==> src/logic/gp8_pkg.sv <==
// Purpose: constants shared by the eight-pin port and its pin cell
// Assumes: 32-bit AXI4-Lite register bus, one aligned word per register
// Notes: open-drain and pull-up masks select per-pin build options
package gp8_pkg;
    localparam int ADDR_W = 8;
    localparam int DATA_W = 32;
    localparam int PINS = 8;

    localparam logic [ADDR_W-1:0] OFS_LATCH = 8'h00;
    localparam logic [ADDR_W-1:0] OFS_DIR = 8'h04;
    localparam logic [ADDR_W-1:0] OFS_PULLUP = 8'h08;
    localparam logic [ADDR_W-1:0] OFS_STANDBY = 8'h0C;
    localparam logic [ADDR_W-1:0] OFS_LATCH_RMW = 8'h10;
    localparam logic [ADDR_W-1:0] OFS_STATUS = 8'h14;

    localparam logic [7:0] RST_LATCH = 8'h00;
    localparam logic [7:0] RST_DIR = 8'h00;
    localparam logic [7:0] RST_PULLUP = 8'h00;
    localparam logic RST_ISOLATE = 1'b0;

    localparam int STBY_ISOLATE_BIT = 0;
    localparam int STAT_STANDBY_BIT = 0;
    localparam int STAT_ISOLATED_BIT = 1;

    // Pin two has no pull-up; pins four and six can wake the part
    localparam logic [7:0] PULLUP_PRESENT = 8'hFB;
    localparam logic [7:0] OPEN_DRAIN_PINS = 8'h00;
    localparam logic [7:0] WAKE_PINS = 8'h50;

    localparam logic [1:0] RESP_OKAY = 2'h0;
    localparam logic [1:0] RESP_SLVERR = 2'h2;
endpackage

==> src/logic/gp8_port.sv <==
// Purpose: eight-pin general-purpose port with pull-ups, AXI4-Lite slave
// Assumes: standby entry and wake enables come from logic on aclk
// Notes: the read-modify-write view of the data register is its own alias
// Summary of operation
// - Direction bit one makes the pin an output port.
// - Direction bit zero makes the pin an input, driver off.
// - An output-port pin is driven from its data latch bit.
// - Data writes always update the latch; input pins show it later.
// - Ordinary read of an output pin returns the latch bit.
// - Ordinary read of input pin returns pin level; READ_MODIFY_WRITE_ACCESS read returns latch.
// - Peripheral output enable makes the peripheral drive the pin.
// - Peripheral-driven pin reads back the pin level; READ_MODIFY_WRITE_ACCESS read returns latch.
// - Peripheral input pins still read pin level; READ_MODIFY_WRITE_ACCESS read returns latch.
// - Reset clears every direction bit so all pins start as inputs.
// - Standby with isolate set floats pins and blocks inputs low.
// - Pins four and six stay unblocked when their wake interrupt is on.
// - Standby with isolate clear keeps pin states and output levels.
// - Pull-up bit one connects the resistor, zero disconnects it.
// - A pin driving low always has its pull-up disconnected.
// - Pull-up bit two is read/write but pin two has no pull-up.
// - Open-drain output with latch one floats instead of driving high.
// - Register bits zero to seven map onto pins zero to seven.
module gp8_port
    import gp8_pkg::*;
(
    input wire logic aclk,
    input wire logic aresetn,
    input wire logic [ADDR_W-1:0] s_axi_awaddr,
    input wire logic [2:0] s_axi_awprot,
    input wire logic s_axi_awvalid,
    output logic s_axi_awready,
    input wire logic [DATA_W-1:0] s_axi_wdata,
    input wire logic [3:0] s_axi_wstrb,
    input wire logic s_axi_wvalid,
    output logic s_axi_wready,
    output logic [1:0] s_axi_bresp,
    output logic s_axi_bvalid,
    input wire logic s_axi_bready,
    input wire logic [ADDR_W-1:0] s_axi_araddr,
    input wire logic [2:0] s_axi_arprot,
    input wire logic s_axi_arvalid,
    output logic s_axi_arready,
    output logic [DATA_W-1:0] s_axi_rdata,
    output logic [1:0] s_axi_rresp,
    output logic s_axi_rvalid,
    input wire logic s_axi_rready,
    input wire logic [PINS-1:0] pin_i,
    output logic [PINS-1:0] pin_o,
    output logic [PINS-1:0] pin_oe,
    output logic [PINS-1:0] pullup_on,
    input wire logic [PINS-1:0] periph_oe,
    input wire logic [PINS-1:0] periph_out,
    output logic [PINS-1:0] periph_in,
    output logic [PINS-1:0] input_blocked,
    input wire logic standby_active,
    input wire logic wake_en_pin_four,
    input wire logic wake_en_pin_six
);
    // Software-visible state
    logic [7:0] port_output_latch_q;
    logic [7:0] port_direction_q;
    logic [7:0] port_pullup_enable_q;
    logic standby_pin_isolate_q;

    // Pin level synchroniser
    logic [PINS-1:0] pin_meta_q;
    logic [PINS-1:0] pin_sync_q;

    // Write channel holding
    logic aw_full_q;
    logic [ADDR_W-1:0] aw_addr_q;
    logic w_full_q;
    logic [7:0] w_data_q;
    logic w_lane0_q;
    logic bvalid_q;
    logic [1:0] bresp_q;
    logic wr_fire;
    logic wr_hit;

    // Read channel
    logic rvalid_q;
    logic [DATA_W-1:0] rdata_q;
    logic [1:0] rresp_q;
    logic rd_fire;

    // Pad-side results
    logic isolate;
    logic [PINS-1:0] wake_en;
    logic [PINS-1:0] cell_o;
    logic [PINS-1:0] cell_oe;
    logic [PINS-1:0] cell_pu;
    logic [PINS-1:0] cell_in;
    logic [PINS-1:0] cell_blk;
    logic [PINS-1:0] pin_o_q;
    logic [PINS-1:0] pin_oe_q;
    logic [PINS-1:0] pullup_q;
    logic [PINS-1:0] periph_in_q;
    logic [PINS-1:0] blocked_q;

    // Readback
    logic [7:0] data_view;
    logic [DATA_W-1:0] rd_word;
    logic rd_hit;

    // ---------------- Pin input synchroniser ----------------
    always_ff @(posedge aclk) begin
        if (!aresetn) begin
            pin_meta_q <= '0;
            pin_sync_q <= '0;
        end else begin
            pin_meta_q <= pin_i;
            pin_sync_q <= pin_meta_q;
        end
    end

    // ---------------- Write address / data capture ----------------
    // Each channel is held alone so either may arrive first
    assign s_axi_awready = ~aw_full_q;
    assign s_axi_wready = ~w_full_q;
    assign wr_fire = aw_full_q & w_full_q & ~bvalid_q;

    always_ff @(posedge aclk) begin
        if (!aresetn) begin
            aw_full_q <= 1'b0;
            aw_addr_q <= '0;
        end else if (s_axi_awvalid && !aw_full_q) begin
            aw_full_q <= 1'b1;
            aw_addr_q <= s_axi_awaddr;
        end else if (wr_fire) begin
            aw_full_q <= 1'b0;
        end
    end

    always_ff @(posedge aclk) begin
        if (!aresetn) begin
            w_full_q <= 1'b0;
            w_data_q <= '0;
            w_lane0_q <= 1'b0;
        end else if (s_axi_wvalid && !w_full_q) begin
            w_full_q <= 1'b1;
            w_data_q <= s_axi_wdata[7:0];
            w_lane0_q <= s_axi_wstrb[0];
        end else if (wr_fire) begin
            w_full_q <= 1'b0;
        end
    end

    always_comb begin
        case (aw_addr_q)
            OFS_LATCH, OFS_DIR, OFS_PULLUP, OFS_STANDBY, OFS_LATCH_RMW: wr_hit = 1'b1;
            OFS_STATUS: wr_hit = 1'b1;
            default: wr_hit = 1'b0;
        endcase
    end

    // ---------------- Write response ----------------
    always_ff @(posedge aclk) begin
        if (!aresetn) begin
            bvalid_q <= 1'b0;
            bresp_q <= RESP_OKAY;
        end else if (wr_fire) begin
            bvalid_q <= 1'b1;
            bresp_q <= wr_hit ? RESP_OKAY : RESP_SLVERR;
        end else if (s_axi_bready) begin
            bvalid_q <= 1'b0;
        end
    end

    assign s_axi_bvalid = bvalid_q;
    assign s_axi_bresp = bresp_q;

    // ---------------- Registers ----------------
    // Latch takes every data write, whatever the direction
    always_ff @(posedge aclk) begin
        if (!aresetn) begin
            port_output_latch_q <= RST_LATCH;
        end else if (wr_fire && w_lane0_q) begin
            if (aw_addr_q == OFS_LATCH || aw_addr_q == OFS_LATCH_RMW) begin
                port_output_latch_q <= w_data_q;
            end
        end
    end

    always_ff @(posedge aclk) begin
        if (!aresetn) begin
            port_direction_q <= RST_DIR;
        end else if (wr_fire && w_lane0_q && aw_addr_q == OFS_DIR) begin
            port_direction_q <= w_data_q;
        end
    end

    // Bit two stored like the rest; the cell ignores it
    always_ff @(posedge aclk) begin
        if (!aresetn) begin
            port_pullup_enable_q <= RST_PULLUP;
        end else if (wr_fire && w_lane0_q && aw_addr_q == OFS_PULLUP) begin
            port_pullup_enable_q <= w_data_q;
        end
    end

    always_ff @(posedge aclk) begin
        if (!aresetn) begin
            standby_pin_isolate_q <= RST_ISOLATE;
        end else if (wr_fire && w_lane0_q && aw_addr_q == OFS_STANDBY) begin
            standby_pin_isolate_q <= w_data_q[STBY_ISOLATE_BIT];
        end
    end

    // ---------------- Pin cells ----------------
    assign isolate = standby_active & standby_pin_isolate_q;

    always_comb begin
        wake_en = '0;
        wake_en[4] = wake_en_pin_four;
        wake_en[6] = wake_en_pin_six;
    end

    for (genvar i = 0; i < PINS; i++) begin : g_pin
        gp8_pin_cell #(
            .OPEN_DRAIN(OPEN_DRAIN_PINS[i]),
            .HAS_PULLUP(PULLUP_PRESENT[i]),
            .CAN_WAKE(WAKE_PINS[i])
        ) u_cell (
            .dir(port_direction_q[i]),
            .latch(port_output_latch_q[i]),
            .pullup_bit(port_pullup_enable_q[i]),
            .periph_oe(periph_oe[i]),
            .periph_out(periph_out[i]),
            .isolate(isolate),
            .wake_en(wake_en[i]),
            .pin_level(pin_sync_q[i]),
            .drive_o(cell_o[i]),
            .drive_oe(cell_oe[i]),
            .pullup_on(cell_pu[i]),
            .in_level(cell_in[i]),
            .blocked(cell_blk[i])
        );
    end

    // ---------------- Pad registers ----------------
    // Standby without isolation freezes the pads at their last state
    always_ff @(posedge aclk) begin
        if (!aresetn) begin
            pin_o_q <= '0;
            pin_oe_q <= '0;
            pullup_q <= '0;
        end else if (!standby_active || isolate) begin
            pin_o_q <= cell_o;
            pin_oe_q <= cell_oe;
            pullup_q <= cell_pu;
        end else begin
            pin_o_q <= pin_o_q;
            pin_oe_q <= pin_oe_q;
            pullup_q <= pullup_q;
        end
    end

    always_ff @(posedge aclk) begin
        if (!aresetn) begin
            periph_in_q <= '0;
            blocked_q <= '0;
        end else begin
            periph_in_q <= cell_in;
            blocked_q <= cell_blk;
        end
    end

    assign pin_o = pin_o_q;
    assign pin_oe = pin_oe_q;
    assign pullup_on = pullup_q;
    assign periph_in = periph_in_q;
    assign input_blocked = blocked_q;

    // ---------------- Read path ----------------
    // Port-driven pins read the latch; inputs and peripheral pins the pad
    always_comb begin
        for (int i = 0; i < PINS; i++) begin
            if (port_direction_q[i] && !periph_oe[i]) begin
                data_view[i] = port_output_latch_q[i];
            end else begin
                data_view[i] = pin_sync_q[i];
            end
        end
    end

    always_comb begin
        rd_word = '0;
        rd_hit = 1'b1;
        case (s_axi_araddr)
            OFS_LATCH: rd_word[7:0] = data_view;
            OFS_LATCH_RMW: rd_word[7:0] = port_output_latch_q;
            OFS_DIR: rd_word[7:0] = port_direction_q;
            OFS_PULLUP: rd_word[7:0] = port_pullup_enable_q;
            OFS_STANDBY: rd_word[STBY_ISOLATE_BIT] = standby_pin_isolate_q;
            OFS_STATUS: begin
                rd_word[STAT_STANDBY_BIT] = standby_active;
                rd_word[STAT_ISOLATED_BIT] = isolate;
            end
            default: rd_hit = 1'b0;
        endcase
    end

    // One read in flight; the next address waits for rready
    assign s_axi_arready = ~rvalid_q;
    assign rd_fire = s_axi_arvalid & ~rvalid_q;

    always_ff @(posedge aclk) begin
        if (!aresetn) begin
            rvalid_q <= 1'b0;
        end else if (rd_fire) begin
            rvalid_q <= 1'b1;
        end else if (s_axi_rready) begin
            rvalid_q <= 1'b0;
        end
    end

    always_ff @(posedge aclk) begin
        if (!aresetn) begin
            rdata_q <= '0;
            rresp_q <= RESP_OKAY;
        end else if (rd_fire) begin
            rdata_q <= rd_word;
            rresp_q <= rd_hit ? RESP_OKAY : RESP_SLVERR;
        end
    end

    assign s_axi_rvalid = rvalid_q;
    assign s_axi_rdata = rdata_q;
    assign s_axi_rresp = rresp_q;
endmodule

==> src/logic/gp8_pin_cell.sv <==
// Purpose: pad-side logic of one port pin
// Assumes: all inputs on the bus clock; pin level already synchronised
// Notes: purely combinational, the top registers the results
module gp8_pin_cell
    import gp8_pkg::*;
#(
    parameter logic OPEN_DRAIN = 1'b0,
    parameter logic HAS_PULLUP = 1'b1,
    parameter logic CAN_WAKE = 1'b0
) (
    input wire logic dir,
    input wire logic latch,
    input wire logic pullup_bit,
    input wire logic periph_oe,
    input wire logic periph_out,
    input wire logic isolate,
    input wire logic wake_en,
    input wire logic pin_level,
    output logic drive_o,
    output logic drive_oe,
    output logic pullup_on,
    output logic in_level,
    output logic blocked
);
    logic drive_val;
    logic drive_req;

    always_comb begin
        drive_val = periph_oe ? periph_out : latch;
        drive_req = periph_oe | dir;
    end

    always_comb begin
        drive_o = drive_val;
        drive_oe = drive_req;
        if (OPEN_DRAIN && drive_val) begin
            drive_oe = 1'b0;
        end
        if (isolate) begin
            drive_oe = 1'b0;
        end
    end

    always_comb begin
        // Resistor off while pulling low, wasted current otherwise
        pullup_on = HAS_PULLUP & pullup_bit & ~(drive_oe & ~drive_o);
        blocked = isolate & ~(CAN_WAKE & wake_en);
        in_level = blocked ? 1'b0 : pin_level;
    end
endmodule

==> config.mk <==
export PLATFORM = sky130hd
export DESIGN_NAME = gp8_port
export DESIGN_NICKNAME = d
export VERILOG_FILES = /design/src/logic/gp8_pkg.sv /design/src/logic/gp8_port.sv /design/src/logic/gp8_pin_cell.sv
export SDC_FILE = /design/constraint.sdc
export NUM_CORES = 1
export LEC_CHECK = 0
export BUFFER_PORTS_ARGS = -buffer_cell sky130_fd_sc_hd__buf_2
export CAP_MARGIN = 20
export CORE_MARGIN = 8
export CORE_UTILIZATION = 35
export CTS_BUF_LIST = sky130_fd_sc_hd__clkbuf_16
export CTS_CLUSTER_DIAMETER = 150
export DETAILED_ROUTE_END_ITERATION = 10
export GPL_ROUTABILITY_DRIVEN = 0
export SLEW_MARGIN = 20
export SYNTH_ARGS = -nofsm -noshare
export SYNTH_HDL_FRONTEND = slang
export SYNTH_HIERARCHICAL = 1
export SYNTH_SLANG_ARGS = --single-unit
==> constraint.sdc <==
create_clock -name aclk -period 3.11 [get_ports aclk]
set_input_delay 0.622 -clock aclk [delete_from_list [all_inputs] [get_ports aclk]]
set_output_delay 0.622 -clock aclk [all_outputs]
set_load 0.02 [all_outputs]
## After elaboration in Yosys (flattened, before gate mapping)

Index checks and enable logic that the tools add are counted.

- Output and inout bits: 81
- Bits of input ports: 92
- Word-level logic and storage cells: 159
- Register bits after elaboration: 113

- Reductions and logical operators: 39
- Muxes and demuxes: 38
- Equality and inequality tests: 10
- Bitwise operators: 49

Operator list:

| operator | count |
|---|---|
| 1-bit two-way mux | 33 |
| 8-bit by 4-bit equality test with 1-bit output (second input constant) | 4 |
| 8-bit by 5-bit equality test with 1-bit output (second input constant) | 4 |
| 6-bit one-hot mux with 4 select lines | 1 |
| 1-bit inverter | 21 |
| 1-bit bitwise AND | 20 |
| 8-bit by 3-bit equality test with 1-bit output (second input constant) | 2 |
| 8-bit zero test | 2 |
| 1-bit logical AND | 14 |
| 6-bit OR reduction | 2 |
| 1-bit zero test | 11 |
| 1-bit bitwise OR | 8 |
| 2-bit nonzero test | 4 |
| 1-bit one-hot mux with 6 select lines | 1 |
| 2-bit OR reduction | 3 |
| 1-bit one-hot mux with 5 select lines | 1 |
| 2-bit two-way mux | 2 |
| 1-bit logical OR | 2 |
| 2-bit AND reduction | 1 |

## Longest topological paths before layout

Gate-level depths: netlist (run 1).

- Depth in word-level cells: 5
- Gate-level depth with buffers: 7
- Depth with buffers taken out: 5

## Hierarchy

The synthesis (run 1) kept the hierarchy.

Modules (own cells, without submodules):

| module | cells an instance | seq. area each (um^2) | instances | area an instance (um^2) |
|---|---|---|---|---|
| gp8_port | 488 | 2242.2 | 1 | 4573.1 |
| gp8_pin_cell at g_pin[0].u_cell ... | 8 | 0.0 | 5 | 56.3 |
| gp8_pin_cell at g_pin[4].u_cell ... | 8 | 0.0 | 2 | 55.1 |
| gp8_pin_cell at g_pin[2].u_cell | 6 | 0.0 | 1 | 50.0 |

## Worst setup path after synthesis (run 1)

No wires, ideal clock.

- Path type: reg-to-reg
- Start point: register aw_addr_q[0]
- End point: register port_direction_q[0]
- Data arrival time: 2029 ps
- Library setup time: 116 ps
- Data required time: 2994 ps
- Clock period less this slack: 2145 ps
- Slack: 965 ps
- Path buffers: 1
- Cell stages (with the launch flop): 7
- Path through: dfxtp_1 -> or4_4 -> or4b_4 -> nor4b_2 -> buf_4 -> mux2i_1 -> nor2b_1

- Word-level cells in the longest chain between the ends: 2

RTL lines:

| element | RTL line | source |
|---|---|---|
| start: declaration | gp8_port.sv:71 | `logic [ADDR_W-1:0] aw_addr_q;` |
| start signal: assignment | gp8_port.sv:128 | `aw_addr_q <= s_axi_awaddr;` |
| 8-bit by 3-bit equality test with 1-bit output | gp8_port.sv:187 | `end else if (wr_fire && w_lane0_q && aw_addr_q == OFS_DIR) begin` |
| 1-bit logical AND | gp8_port.sv:187 |  |
| end signal: assignment | gp8_port.sv:188 | `port_direction_q <= w_data_q;` |
| end: declaration | gp8_port.sv:61 | `logic [7:0] port_direction_q;` |

Every way passes these cells.
A chain may end at the register's enable or synchronous reset.

## Worst setup path after layout (run 1)

- Start point: register aw_addr_q[0]
- End point: register port_output_latch_q[7]

- Word-level cells in the longest chain between the ends: 3
- Elaborated cells on any way between the ends: 4
- Classes of those cells: 1 x eq/ne; 3 x reduce/logical

RTL lines:

| element | RTL line | source |
|---|---|---|
| 8-bit by 5-bit equality test with 1-bit output / 8-bit zero test (equally long branches) | gp8_port.sv:178 | `if (aw_addr_q == OFS_LATCH \|\| aw_addr_q == OFS_LATCH_RMW) begin` |
| 1-bit logical OR (*) | gp8_port.sv:178 |  |
| 2-bit AND reduction (no line) (*) | - |  |
| end signal: assignment | gp8_port.sv:179 | `port_output_latch_q <= w_data_q;` |
| end: declaration | gp8_port.sv:60 | `logic [7:0] port_output_latch_q;` |

Every way passes the cells marked *; elsewhere a longest branch is shown, timed or not.

==> results of run 1 <==
cell usage after synthesis (all sizes together) (2+ instances only):
master and n:
o211a 2, nand3 3, nor4 2, a22oi 7, o311a 7, a21boi 33
nand3b 3, or3 3, mux2i 34, nor3 3, inv 11, mux2 11
o22a 5, dfxtp 112, o21a 3, o22ai 5, a21oi 5, o21ai 10
nor4b 2, nand2b 5, nand2 84, or4b 8, and2 33, nor2b 61
buf 35, clkbuf 25, nor2 25, conb 2
power by group through the flow:
stage | Clock (mW) | Combinational, mW | Sequential [mW]
2_1_floorplan | 0 | 0.193 | 1.55
3_3_place_gp | 0 | 0.279 | 1.54
3_5_place_dp | 0 | 0.284 | 1.54
4_1_cts | 1.07 | 0.285 | 1.51
5_1_grt | 1.12 | 0.313 | 1.51
6_report | 1.03 | 0.283 | 1.51
cell usage in the layout, fill, tap and decap left out, types with 2 or more instances in the layout:
cell type	count
conb_1	27
o21ai_0	10
o311a_1	7
inv_1	12
nor3_1	2
or3_1	3
dfxtp_1	112
or4b_1	7
a22oi_1	7
nand3b_1	3
nor4b_2	2
clkbuf_16	9
a21oi_1	5
nand3_1	3
buf_2	113
buf_4	6
nor4_1	2
o22a_1	5
nor2_1	25
clkinvlp_4	2
o211a_1	2
mux2i_1	34
and2_1	33
nand2_1	84
o22ai_1	5
nand2b_1	5
mux2_2	10
nor2b_1	61
o21a_1	3
a21boi_0	33
critical path: stages (launching register included):
cell	delay [ns]
dfxtp_1	0.31
or4_4	0.53
or4b_4	0.57
nor3_4	0.51
mux2i_1	0.27
nor2b_1	0.06
final timing paths:
kind | to | cells past startpoint
setup / recovery | port_output_latch_q[7]$_SDFFE_PN0P_ | 5
hold / removal | pin_sync_q[5]$_SDFF_PN0_ | 1
setup reg to reg | port_output_latch_q[7]$_SDFFE_PN0P_ | 5
hold reg to reg | pin_sync_q[5]$_SDFF_PN0_ | 1
through the flow:
step	setup WS (ns)	instance area, µm²
global placement	0.766	5610
global route	0.659	5860
finish	0.746	5860
CTS	0.722	5860
floorplan	0.965	5110
detailed placement	0.728	5610
registers in the layout (all words and copies together) (netlist names):
name,cells
s_axi_rresp,1
aw_addr_q,8
periph_in,8
standby_pin_isolate_q,1
w_data_q,8
s_axi_rdata,8
pin_oe,8
pullup_on,8
port_pullup_enable_q,8
port_output_latch_q,8
port_direction_q,8
w_full_q,1
s_axi_bvalid,1
pin_meta_q,8
pin_o,8
s_axi_rvalid,1
pin_sync_q,8
input_blocked,8
s_axi_bresp,1
aw_full_q,1
w_lane0_q,1
area by class of cell:
type / count / area share [%]
timing repair buffer: 120 / 10.8
clock inverter: 5 / 0.470
tap: 180 / 3.84
inverter: 11 / 0.705
clock buffer: 9 / 3.84
multi-input combinational: 392 / 42.1
sequential: 112 / 38.3
kinds of logic after synthesis:
kind of cell	count (synthesis)	share of synthesized area [%]
simple gates	235	25.2
other cells	2	0.150
fa+ha+maj	1	0.200
compound gates	84	12.5
buf+inv	71	7.93
mux	45	9.33
flops	112	44.7
layer usage:
layer	up-vias	part of all wire, %
li1	1979	-
met2	118	44
met4	4	2.2
met5	-	0.18
met3	18	8.5
met1	1793	45
==> results.py, run 1 <==
metrics = {
    "run_status": {
        "status": "finished, final reports clean",
    },
    "finish": {
        "seqCellArea_mm2": 0.00224,
        "n_antenna_cell": 0,
        "multi_input_area_mm2": 0.00247,
        "fillers": 1427,
        "fin_nets": 738,
        "area_delta_synth_final_pct": 16.9,
        "final_util_pct": 42.1,
        "drive_above_1_share_pct": 23.1,
        "instances_no_fill": 829,
    },
    "floorplan": {
        "dieArea_mm2": 0.0184,
        "ioPinCount": 173,
        "die_h_um": 136,
        "start_util_pct": 36.0,
        "num_rows": 43,
        "core_mm2": 0.0139,
        "die_w_um": 136,
    },
    "setup_path": {
        "critPathRequiredTime_ns": 3.36,
        "critPathCaptureType": "flip-flop",
        "path_class": "flip-flop to flip-flop",
        "crit_fanout": 8,
        "critPathLaunch": "aw_addr_q[0]$_SDFFE_PN0P_",
        "r2r_slack_ns": 0.75,
        "cp.arrival_ns": 2.61,
        "r2r-start": "aw_addr_q[0]$_SDFFE_PN0P_",
        "critPathLaunchType": "flip-flop",
    },
    "logic_synthesis": {
        "synthTopCellsByArea": "dfxtp_1 (45%), nor2b_1 (7.6%), mux2i_1 (6.8%)",
        "yosys_most_used_dff": "dfxtp_1",
        "synth_edf_count": 0,
        "ys_warn_count": 6,
        "synth_area_per_cell_um2": 9.12,
        "yosys.area.top_type_share_pct": 44.7,
        "syn_area_mm2": 0.00501,
        "yosysSeqAreaShare_pct": 44.7,
        "yosys.area.top_type": "dfxtp_1",
        "yosysUniqueCellTypes": 42,
        "synthCells": 550,
        "async_reset_ff_share_pct": 0,
        "synth-seq-cells": 112,
    },
    "detailed_routing": {
        "post-route-drc-count": 0,
        "drt_iter0_drc": 193,
        "via_per_inst": 4.72,
        "postRouteAntennaNets": 0,
        "finalWirelength_mm": 12.7,
        "first_pass_iters": 4,
        "num_vias": 3912,
        "wl_per_cell_um": 15.3,
    },
    "power_and_ir_drop": {
        "power.density_mw_per_mm2": 481,
        "combPwrFrac_pct": 10.0,
        "peakVddDrop_v": 0.000229,
        "p_total_mw": 2.82,
        "clkPwrFrac_pct": 36.5,
        "p_leak_nw": 2.42,
        "p_int_mw": 2.12,
        "seqPwrFrac_pct": 53.4,
        "swShare_pct": 24.9,
        "power_switching_mw": 0.704,
    },
    "timing": {
        "maxSlewViolCount": 0,
        "rsz0062_at_grt": "false",
        "slew_headroom_pct": 40.1,
        "max_freq_mhz": 423,
        "setup_tns_ns": 0,
        "period_needed_ns": 2.36,
        "period_share_pct": 76.0,
        "final_hold_viol_count": 0,
        "whs_ns": 0.434,
        "worstMarginPinSlew_ns": 0.897,
        "setup_viol": 0,
        "clock_skew_ns": 0.00769,
    },
    "grt": {
        "grt-ovfl-total": 0,
        "grt_first_pass_wirelength_mm": 19.9,
        "antenna_found_initial": 2,
        "gr-usage-all-layers_pct": 13.9,
        "grtUsageMet1_pct": 17.0,
        "met3_usage_pct": 5.19,
        "grt_pass1_vias": 3935,
        "grt_use_met2_pct": 21.4,
        "grt_max_degree": 70,
        "top_usage_layer": "met2",
    },
    "clock_tree": {
        "clk_pin_slew_worst_paths_ns": 0.07,
        "root_buffer": "clkbuf_16",
        "ctsResizeCount": 0,
        "cts_hold_buf": 0,
        "cts.htree.levels": 3,
        "insertion_delay_ns": 0.35,
        "post-cts-setup-buffers": 0,
        "cts_sinks": 112,
        "cts.path.max_buffers": 2,
        "numCtsBuffers": 9,
        "tritoncts": "yes",
    },
    "place": {
        "numPortBuffers": 113,
        "dp_hpwl_mm": 9.55,
        "dp_cells": 815,
    },
    "run": {
        "drv_cap": 0,
    },
    "hold_path": {
        "hp-class": "flip-flop to flip-flop",
        "hp-start": "pin_meta_q[5]$_SDFF_PN0_",
    },
}
Power figures use the tool's default switching activity.
==> run 2: changes to the inputs <==
==> constraint.sdc (replaced) <==
create_clock -name aclk -period 2.32 [get_ports aclk]
set_input_delay 0.464 -clock aclk [delete_from_list [all_inputs] [get_ports aclk]]
set_output_delay 0.464 -clock aclk [all_outputs]
set_load 0.02 [all_outputs]
==> results.py, run 2 (synthesized netlist as in run 1, its figures left out) <==
metrics = {
    "setup_path": {
        "cp.arrival_ns": 2.53,
        "r2r_cells": 6,
        "critPathRequiredTime_ns": 2.56,
        "r2r_slack_ns": 0.03,
        "r2r-end": "port_direction_q[2]$_SDFFE_PN0P_",
        "r2r-start": "aw_addr_q[0]$_SDFFE_PN0P_",
        "path_class": "flip-flop to flip-flop",
        "critPathLaunchType": "flip-flop",
        "critPathCaptureType": "flip-flop",
        "crit_fanout": 8,
    },
    "timing": {
        "clock_skew_ns": 0.00423,
        "setup_viol": 0,
        "rsz0062_at_grt": "true",
        "slew_headroom_pct": 62.9,
        "max_freq_mhz": 437,
        "period_needed_ns": 2.29,
        "period_share_pct": 98.7,
        "setup_tns_ns": 0,
        "maxSlewViolCount": 0,
        "final_hold_viol_count": 0,
        "worstMarginPinSlew_ns": 0.557,
    },
    "power_and_ir_drop": {
        "peakVddDrop_v": 0.000352,
        "combPwrFrac_pct": 10.3,
        "seqPwrFrac_pct": 53.8,
        "p_int_mw": 2.84,
        "power_switching_mw": 0.923,
        "clkPwrFrac_pct": 35.9,
        "swShare_pct": 24.6,
        "power.density_mw_per_mm2": 631,
        "p_total_mw": 3.76,
        "p_leak_nw": 2.48,
    },
    "place": {
        "numPortBuffers": 113,
        "dpl_cell_area_mm2": 0.00568,
        "dp_hpwl_mm": 9.68,
    },
    "finish": {
        "fin_nets": 748,
        "final_cell_mix": "buf_2 (113), dfxtp_1 (111), nand2_1 (84), nor2b_1 (61)",
        "layout_commonest_cell": "buf_2",
        "area_delta_synth_final_pct": 18.8,
        "stdcell_area_mm2": 0.00596,
        "drive_above_1_share_pct": 24.1,
    },
    "detailed_routing": {
        "wl_per_cell_um": 15.2,
        "finalWirelength_mm": 12.8,
        "first_pass_iters": 4,
        "num_vias": 3940,
        "via_per_inst": 4.69,
        "drt_iter0_drc": 185,
        "post-route-drc-count": 0,
        "postRouteAntennaNets": 0,
    },
    "floorplan": {
        "core_mm2": 0.0139,
        "dieArea_mm2": 0.0184,
        "start_util_pct": 36.0,
        "ioPinCount": 173,
        "die_h_um": 136,
        "num_rows": 43,
        "die_w_um": 136,
    },
    "clock_tree": {
        "cts.path.max_buffers": 2,
        "cts.htree.levels": 3,
        "tritoncts": "yes",
        "numCtsBuffers": 9,
        "cts_sinks": 112,
        "cts_hold_buf": 0,
        "insertion_delay_ns": 0.35,
        "clk_pin_slew_worst_paths_ns": 0.07,
        "root_buffer": "clkbuf_16",
    },
    "grt": {
        "grt_max_degree": 70,
        "grt-ovfl-total": 0,
        "grt_pass1_vias": 3930,
        "grt_first_pass_wirelength_mm": 20.3,
        "antenna_found_initial": 1,
        "gr-usage-all-layers_pct": 14.0,
    },
    "hold_path": {
        "min_path_cells": 2,
        "min_to": "pin_meta_q[0]$_SDFF_PN0_",
        "hp-class": "input pin to flip-flop",
        "hp-start": "pin_i[0]",
    },
    "run_status": {
        "status": "finished, final reports clean",
    },
    "run": {
        "drv_cap": 0,
    },
}
-- run 2: power by group through the flow --
stage	clock [mW]	combinational, mW	sequential (mW)
detailed placement	0	0.388	2.07
floorplan	0	0.258	2.08
CTS	1.40	0.390	2.02
finish	1.35	0.388	2.02
global route	1.47	0.430	2.03
global placement	0	0.382	2.06
-- run 2: worst max path at each step --
| stage | cells past startpoint | end | slack [ns] | start |
|---|---|---|---|---|
| final | 6 | port_direction_q[2]$_SDFFE_PN0P_ | 0.03 | aw_addr_q[0]$_SDFFE_PN0P_ |
| after global routing | 6 | port_pullup_enable_q[4]$_SDFFE_PN0P_ | -0.08 | aw_addr_q[0]$_SDFFE_PN0P_ |
| after CTS | 6 | port_direction_q[2]$_SDFFE_PN0P_ | -0.0005 | aw_addr_q[0]$_SDFFE_PN0P_ |
| after detailed placement | 6 | port_direction_q[2]$_SDFFE_PN0P_ | 0.01 | aw_addr_q[0]$_SDFFE_PN0P_ |
| after global placement | 6 | port_direction_q[3]$_SDFFE_PN0P_ | 0.06 | aw_addr_q[0]$_SDFFE_PN0P_ |
| after floorplan | 6 | port_direction_q[0]$_SDFFE_PN0P_ | 0.18 | aw_addr_q[0]$_SDFFE_PN0P_ |
-- run 2: final cells by class --
cell class                      instances  area [µm²]
Fill cell                            1408        7980
Tap cell                              180         225
Inverter                               11        41.3
Timing Repair Buffer                  130         713
Clock inverter                          5        18.8
Antenna cell                            1        2.50
Clock buffer                            9         225
Multi-Input combinational cell        392        2490
Sequential cell                       112        2240
-- run 2: worst max-delay path, cell delays in order (launching register included) --
cell     delay (ns)
dfxtp_2        0.32
or4_4          0.53
or4b_4         0.57
nor4b_4        0.24
buf_6          0.21
mux2i_1        0.23
nor2b_1        0.06
-- run 2: routing by layer --
metal | GRT usage (%) | share of wire (%) | routed length (µm)
met3 | 3.93 | 7.4 | 942
met2 | 22.1 | 45 | 5800
met1 | 17.7 | 45 | 5810
met4 | 5.43 | 1.7 | 221
met5 | 0 | 0.078 | 10
-- run 2: what timing repair did --
action                                  CTS  global route
resized for setup                         0             6
endpoints found under the setup margin    3            22
cloned                                    0             0
pin swaps                                 1             1
setup buffers                             1             0
-- run 2: per-stage QoR --
stage                     utilization [%]  setup WS, ns  hold WS (ns)  std cells
after global routing                 42.7       -0.0751         0.312        839
after detailed placement             40.7        0.0115         0.421        824
after global placement               40.7        0.0559         0.418        824
after floorplan                         -         0.175         0.412        575
final                                42.8        0.0307         0.323        840
after CTS                            42.5     -0.000468         0.310        839
==> run 3: changes to the inputs <==
--- a/config.mk
+++ b/config.mk
@@ -8,11 +8,12 @@
 export BUFFER_PORTS_ARGS = -buffer_cell sky130_fd_sc_hd__buf_2
 export CAP_MARGIN = 20
 export CORE_MARGIN = 8
-export CORE_UTILIZATION = 35
+export CORE_UTILIZATION = 40
 export CTS_BUF_LIST = sky130_fd_sc_hd__clkbuf_16
 export CTS_CLUSTER_DIAMETER = 150
 export DETAILED_ROUTE_END_ITERATION = 10
 export GPL_ROUTABILITY_DRIVEN = 0
+export PLACE_DENSITY = 0.66
 export SLEW_MARGIN = 20
 export SYNTH_ARGS = -nofsm -noshare
 export SYNTH_HDL_FRONTEND = slang
==> results.py, run 3 (synthesized netlist as in run 1, its figures left out) <==
metrics = {
    "timing": {
        "rsz0062_at_grt": "true",
        "maxSlewViolCount": 0,
        "period_share_pct": 99.0,
        "max_freq_mhz": 435,
        "setup_slack_ns": 0.0223,
        "slew_headroom_pct": 62.1,
        "worstMarginPinSlew_ns": 0.568,
        "final_hold_viol_count": 0,
        "clock_skew_ns": 0.00727,
        "setup_viol": 0,
        "period_needed_ns": 2.30,
    },
    "run_status": {
        "status": "finished, final reports clean",
    },
    "setup_path": {
        "r2r_slack_ns": 0.02,
        "critPathCaptureType": "flip-flop",
        "crit_fanout": 8,
        "cp.arrival_ns": 2.54,
        "path_class": "flip-flop to flip-flop",
        "critPathRequiredTime_ns": 2.56,
        "cp_slowest_cell": "or4b_4",
        "critPathLaunchType": "flip-flop",
        "path_cells": "or4_4 -> or4b_4 -> nor4b_2 -> buf_4 -> mux2i_2 -> nor2b_1",
        "slowest_delay_ns": 0.56,
    },
    "clock_tree": {
        "cts_hold_buf": 0,
        "cts.htree.levels": 3,
        "tritoncts": "yes",
        "insertion_delay_ns": 0.35,
        "cts_sinks": 112,
        "numCtsBuffers": 9,
        "clk_pin_slew_worst_paths_ns": 0.07,
        "root_buffer": "clkbuf_16",
        "cts.path.max_buffers": 2,
    },
    "finish": {
        "n_antenna_cell": 0,
        "drive_above_1_share_pct": 24.7,
        "final_util_pct": 48.6,
        "fillers": 1247,
        "area_delta_synth_final_pct": 20.3,
        "multi_input_area_mm2": 0.00247,
        "stdcell_area_mm2": 0.00603,
        "final_cell_mix": "buf_2 (113), dfxtp_1 (111), nand2_1 (84), nor2b_1 (61)",
        "fin_nets": 746,
        "layout_commonest_cell": "buf_2",
        "instances_no_fill": 831,
        "seqCellArea_mm2": 0.00224,
    },
    "grt": {
        "grt_first_pass_wirelength_mm": 19.6,
        "grt_pass1_vias": 3896,
        "grt_max_degree": 72,
        "grt-ovfl-total": 0,
        "antenna_found_initial": 1,
        "gr-usage-all-layers_pct": 15.3,
    },
    "detailed_routing": {
        "wl_per_cell_um": 15.0,
        "via_per_inst": 4.72,
        "first_pass_iters": 4,
        "num_vias": 3919,
        "post-route-drc-count": 0,
        "postRouteAntennaNets": 0,
        "drt_iter0_drc": 165,
        "finalWirelength_mm": 12.5,
    },
    "power_and_ir_drop": {
        "peakVddDrop_v": 0.000375,
        "p_leak_nw": 2.51,
        "power.density_mw_per_mm2": 691,
    },
    "run": {
        "drv_cap": 0,
    },
    "place": {
        "post-place-ws_ns": 0.0165,
        "dpl_cell_area_mm2": 0.00568,
        "numPortBuffers": 113,
        "dp_cells": 814,
        "dp_hpwl_mm": 9.35,
    },
    "floorplan": {
        "die_h_um": 128,
        "core_mm2": 0.0124,
        "dieArea_mm2": 0.0164,
        "num_rows": 41,
        "ioPinCount": 173,
        "die_w_um": 128,
        "start_util_pct": 40.4,
    },
    "hold_path": {
        "hp-class": "input pin to flip-flop",
    },
}
==> run 3: timing repair <==
| action | in CTS | in global routing |
|---|---|---|
| endpoints found under the setup margin | 1 | 22 |
| pin swaps | 1 | 1 |
| buffers inserted | 1 | 0 |
| resized for setup | 0 | 2 |
| endpoints found under the hold margin | 0 | 0 |
==> run 3: stage by stage <==
step	power [mW]	setup TNS [ns]	hold slack (ns)
final	4.17	0	0.320
after global placement	2.44	0	0.415
after floorplan	2.34	0	0.412
after detailed placement	2.46	0	0.425
after CTS	4.22	0	0.306
after global routing	4.35	-0.631	0.314
==> run 3: final timing paths <==
kind | start | to | depth (start not counted)
min | pin_i[1] | pin_meta_q[1]$_SDFF_PN0_ | 2
max reg2reg | aw_addr_q[0]$_SDFFE_PN0P_ | port_direction_q[1]$_SDFFE_PN0P_ | 6
min reg2reg | pin_meta_q[4]$_SDFF_PN0_ | pin_sync_q[4]$_SDFF_PN0_ | 1
max | aw_addr_q[0]$_SDFFE_PN0P_ | port_direction_q[1]$_SDFFE_PN0P_ | 6
==> run 3: worst max-delay path, delay by kind of cell, from the launching register on <==
kind,cells,cell delay (ns)
flip-flops,1,0.32
multiplexers,1,0.23
AND/OR/NAND/NOR,4,1.38
buffers and inverters,1,0.26
==> run 3: area by class of cell <==
cell class | count | area share [%]
Inverter | 11 | 0.685
Timing Repair Buffer | 128 | 11.9
Sequential cell | 112 | 37.2
Clock buffer | 9 | 3.73
Tap cell | 172 | 3.57
Clock inverter | 7 | 1.97
Multi-Input combinational cell | 392 | 41.0
==> run 3: report_power, final <==
part           leakage (nW)  switching (mW)  internal [mW]
Sequential            0.913          0.0416           1.98
Combinational          1.44           0.228          0.159
Clock                 0.164           0.705           1.06
Total                  2.51           0.974           3.20
==> run 3: layer usage <==
metal	wire length (µm)	vias to the layer above	global-route usage (%)
li1	-	1999	-
met1	5400	1799	18.5
met2	5830	107	25.1
met3	1060	12	4.12
met4	204	2	6.57
met5	10	-	0
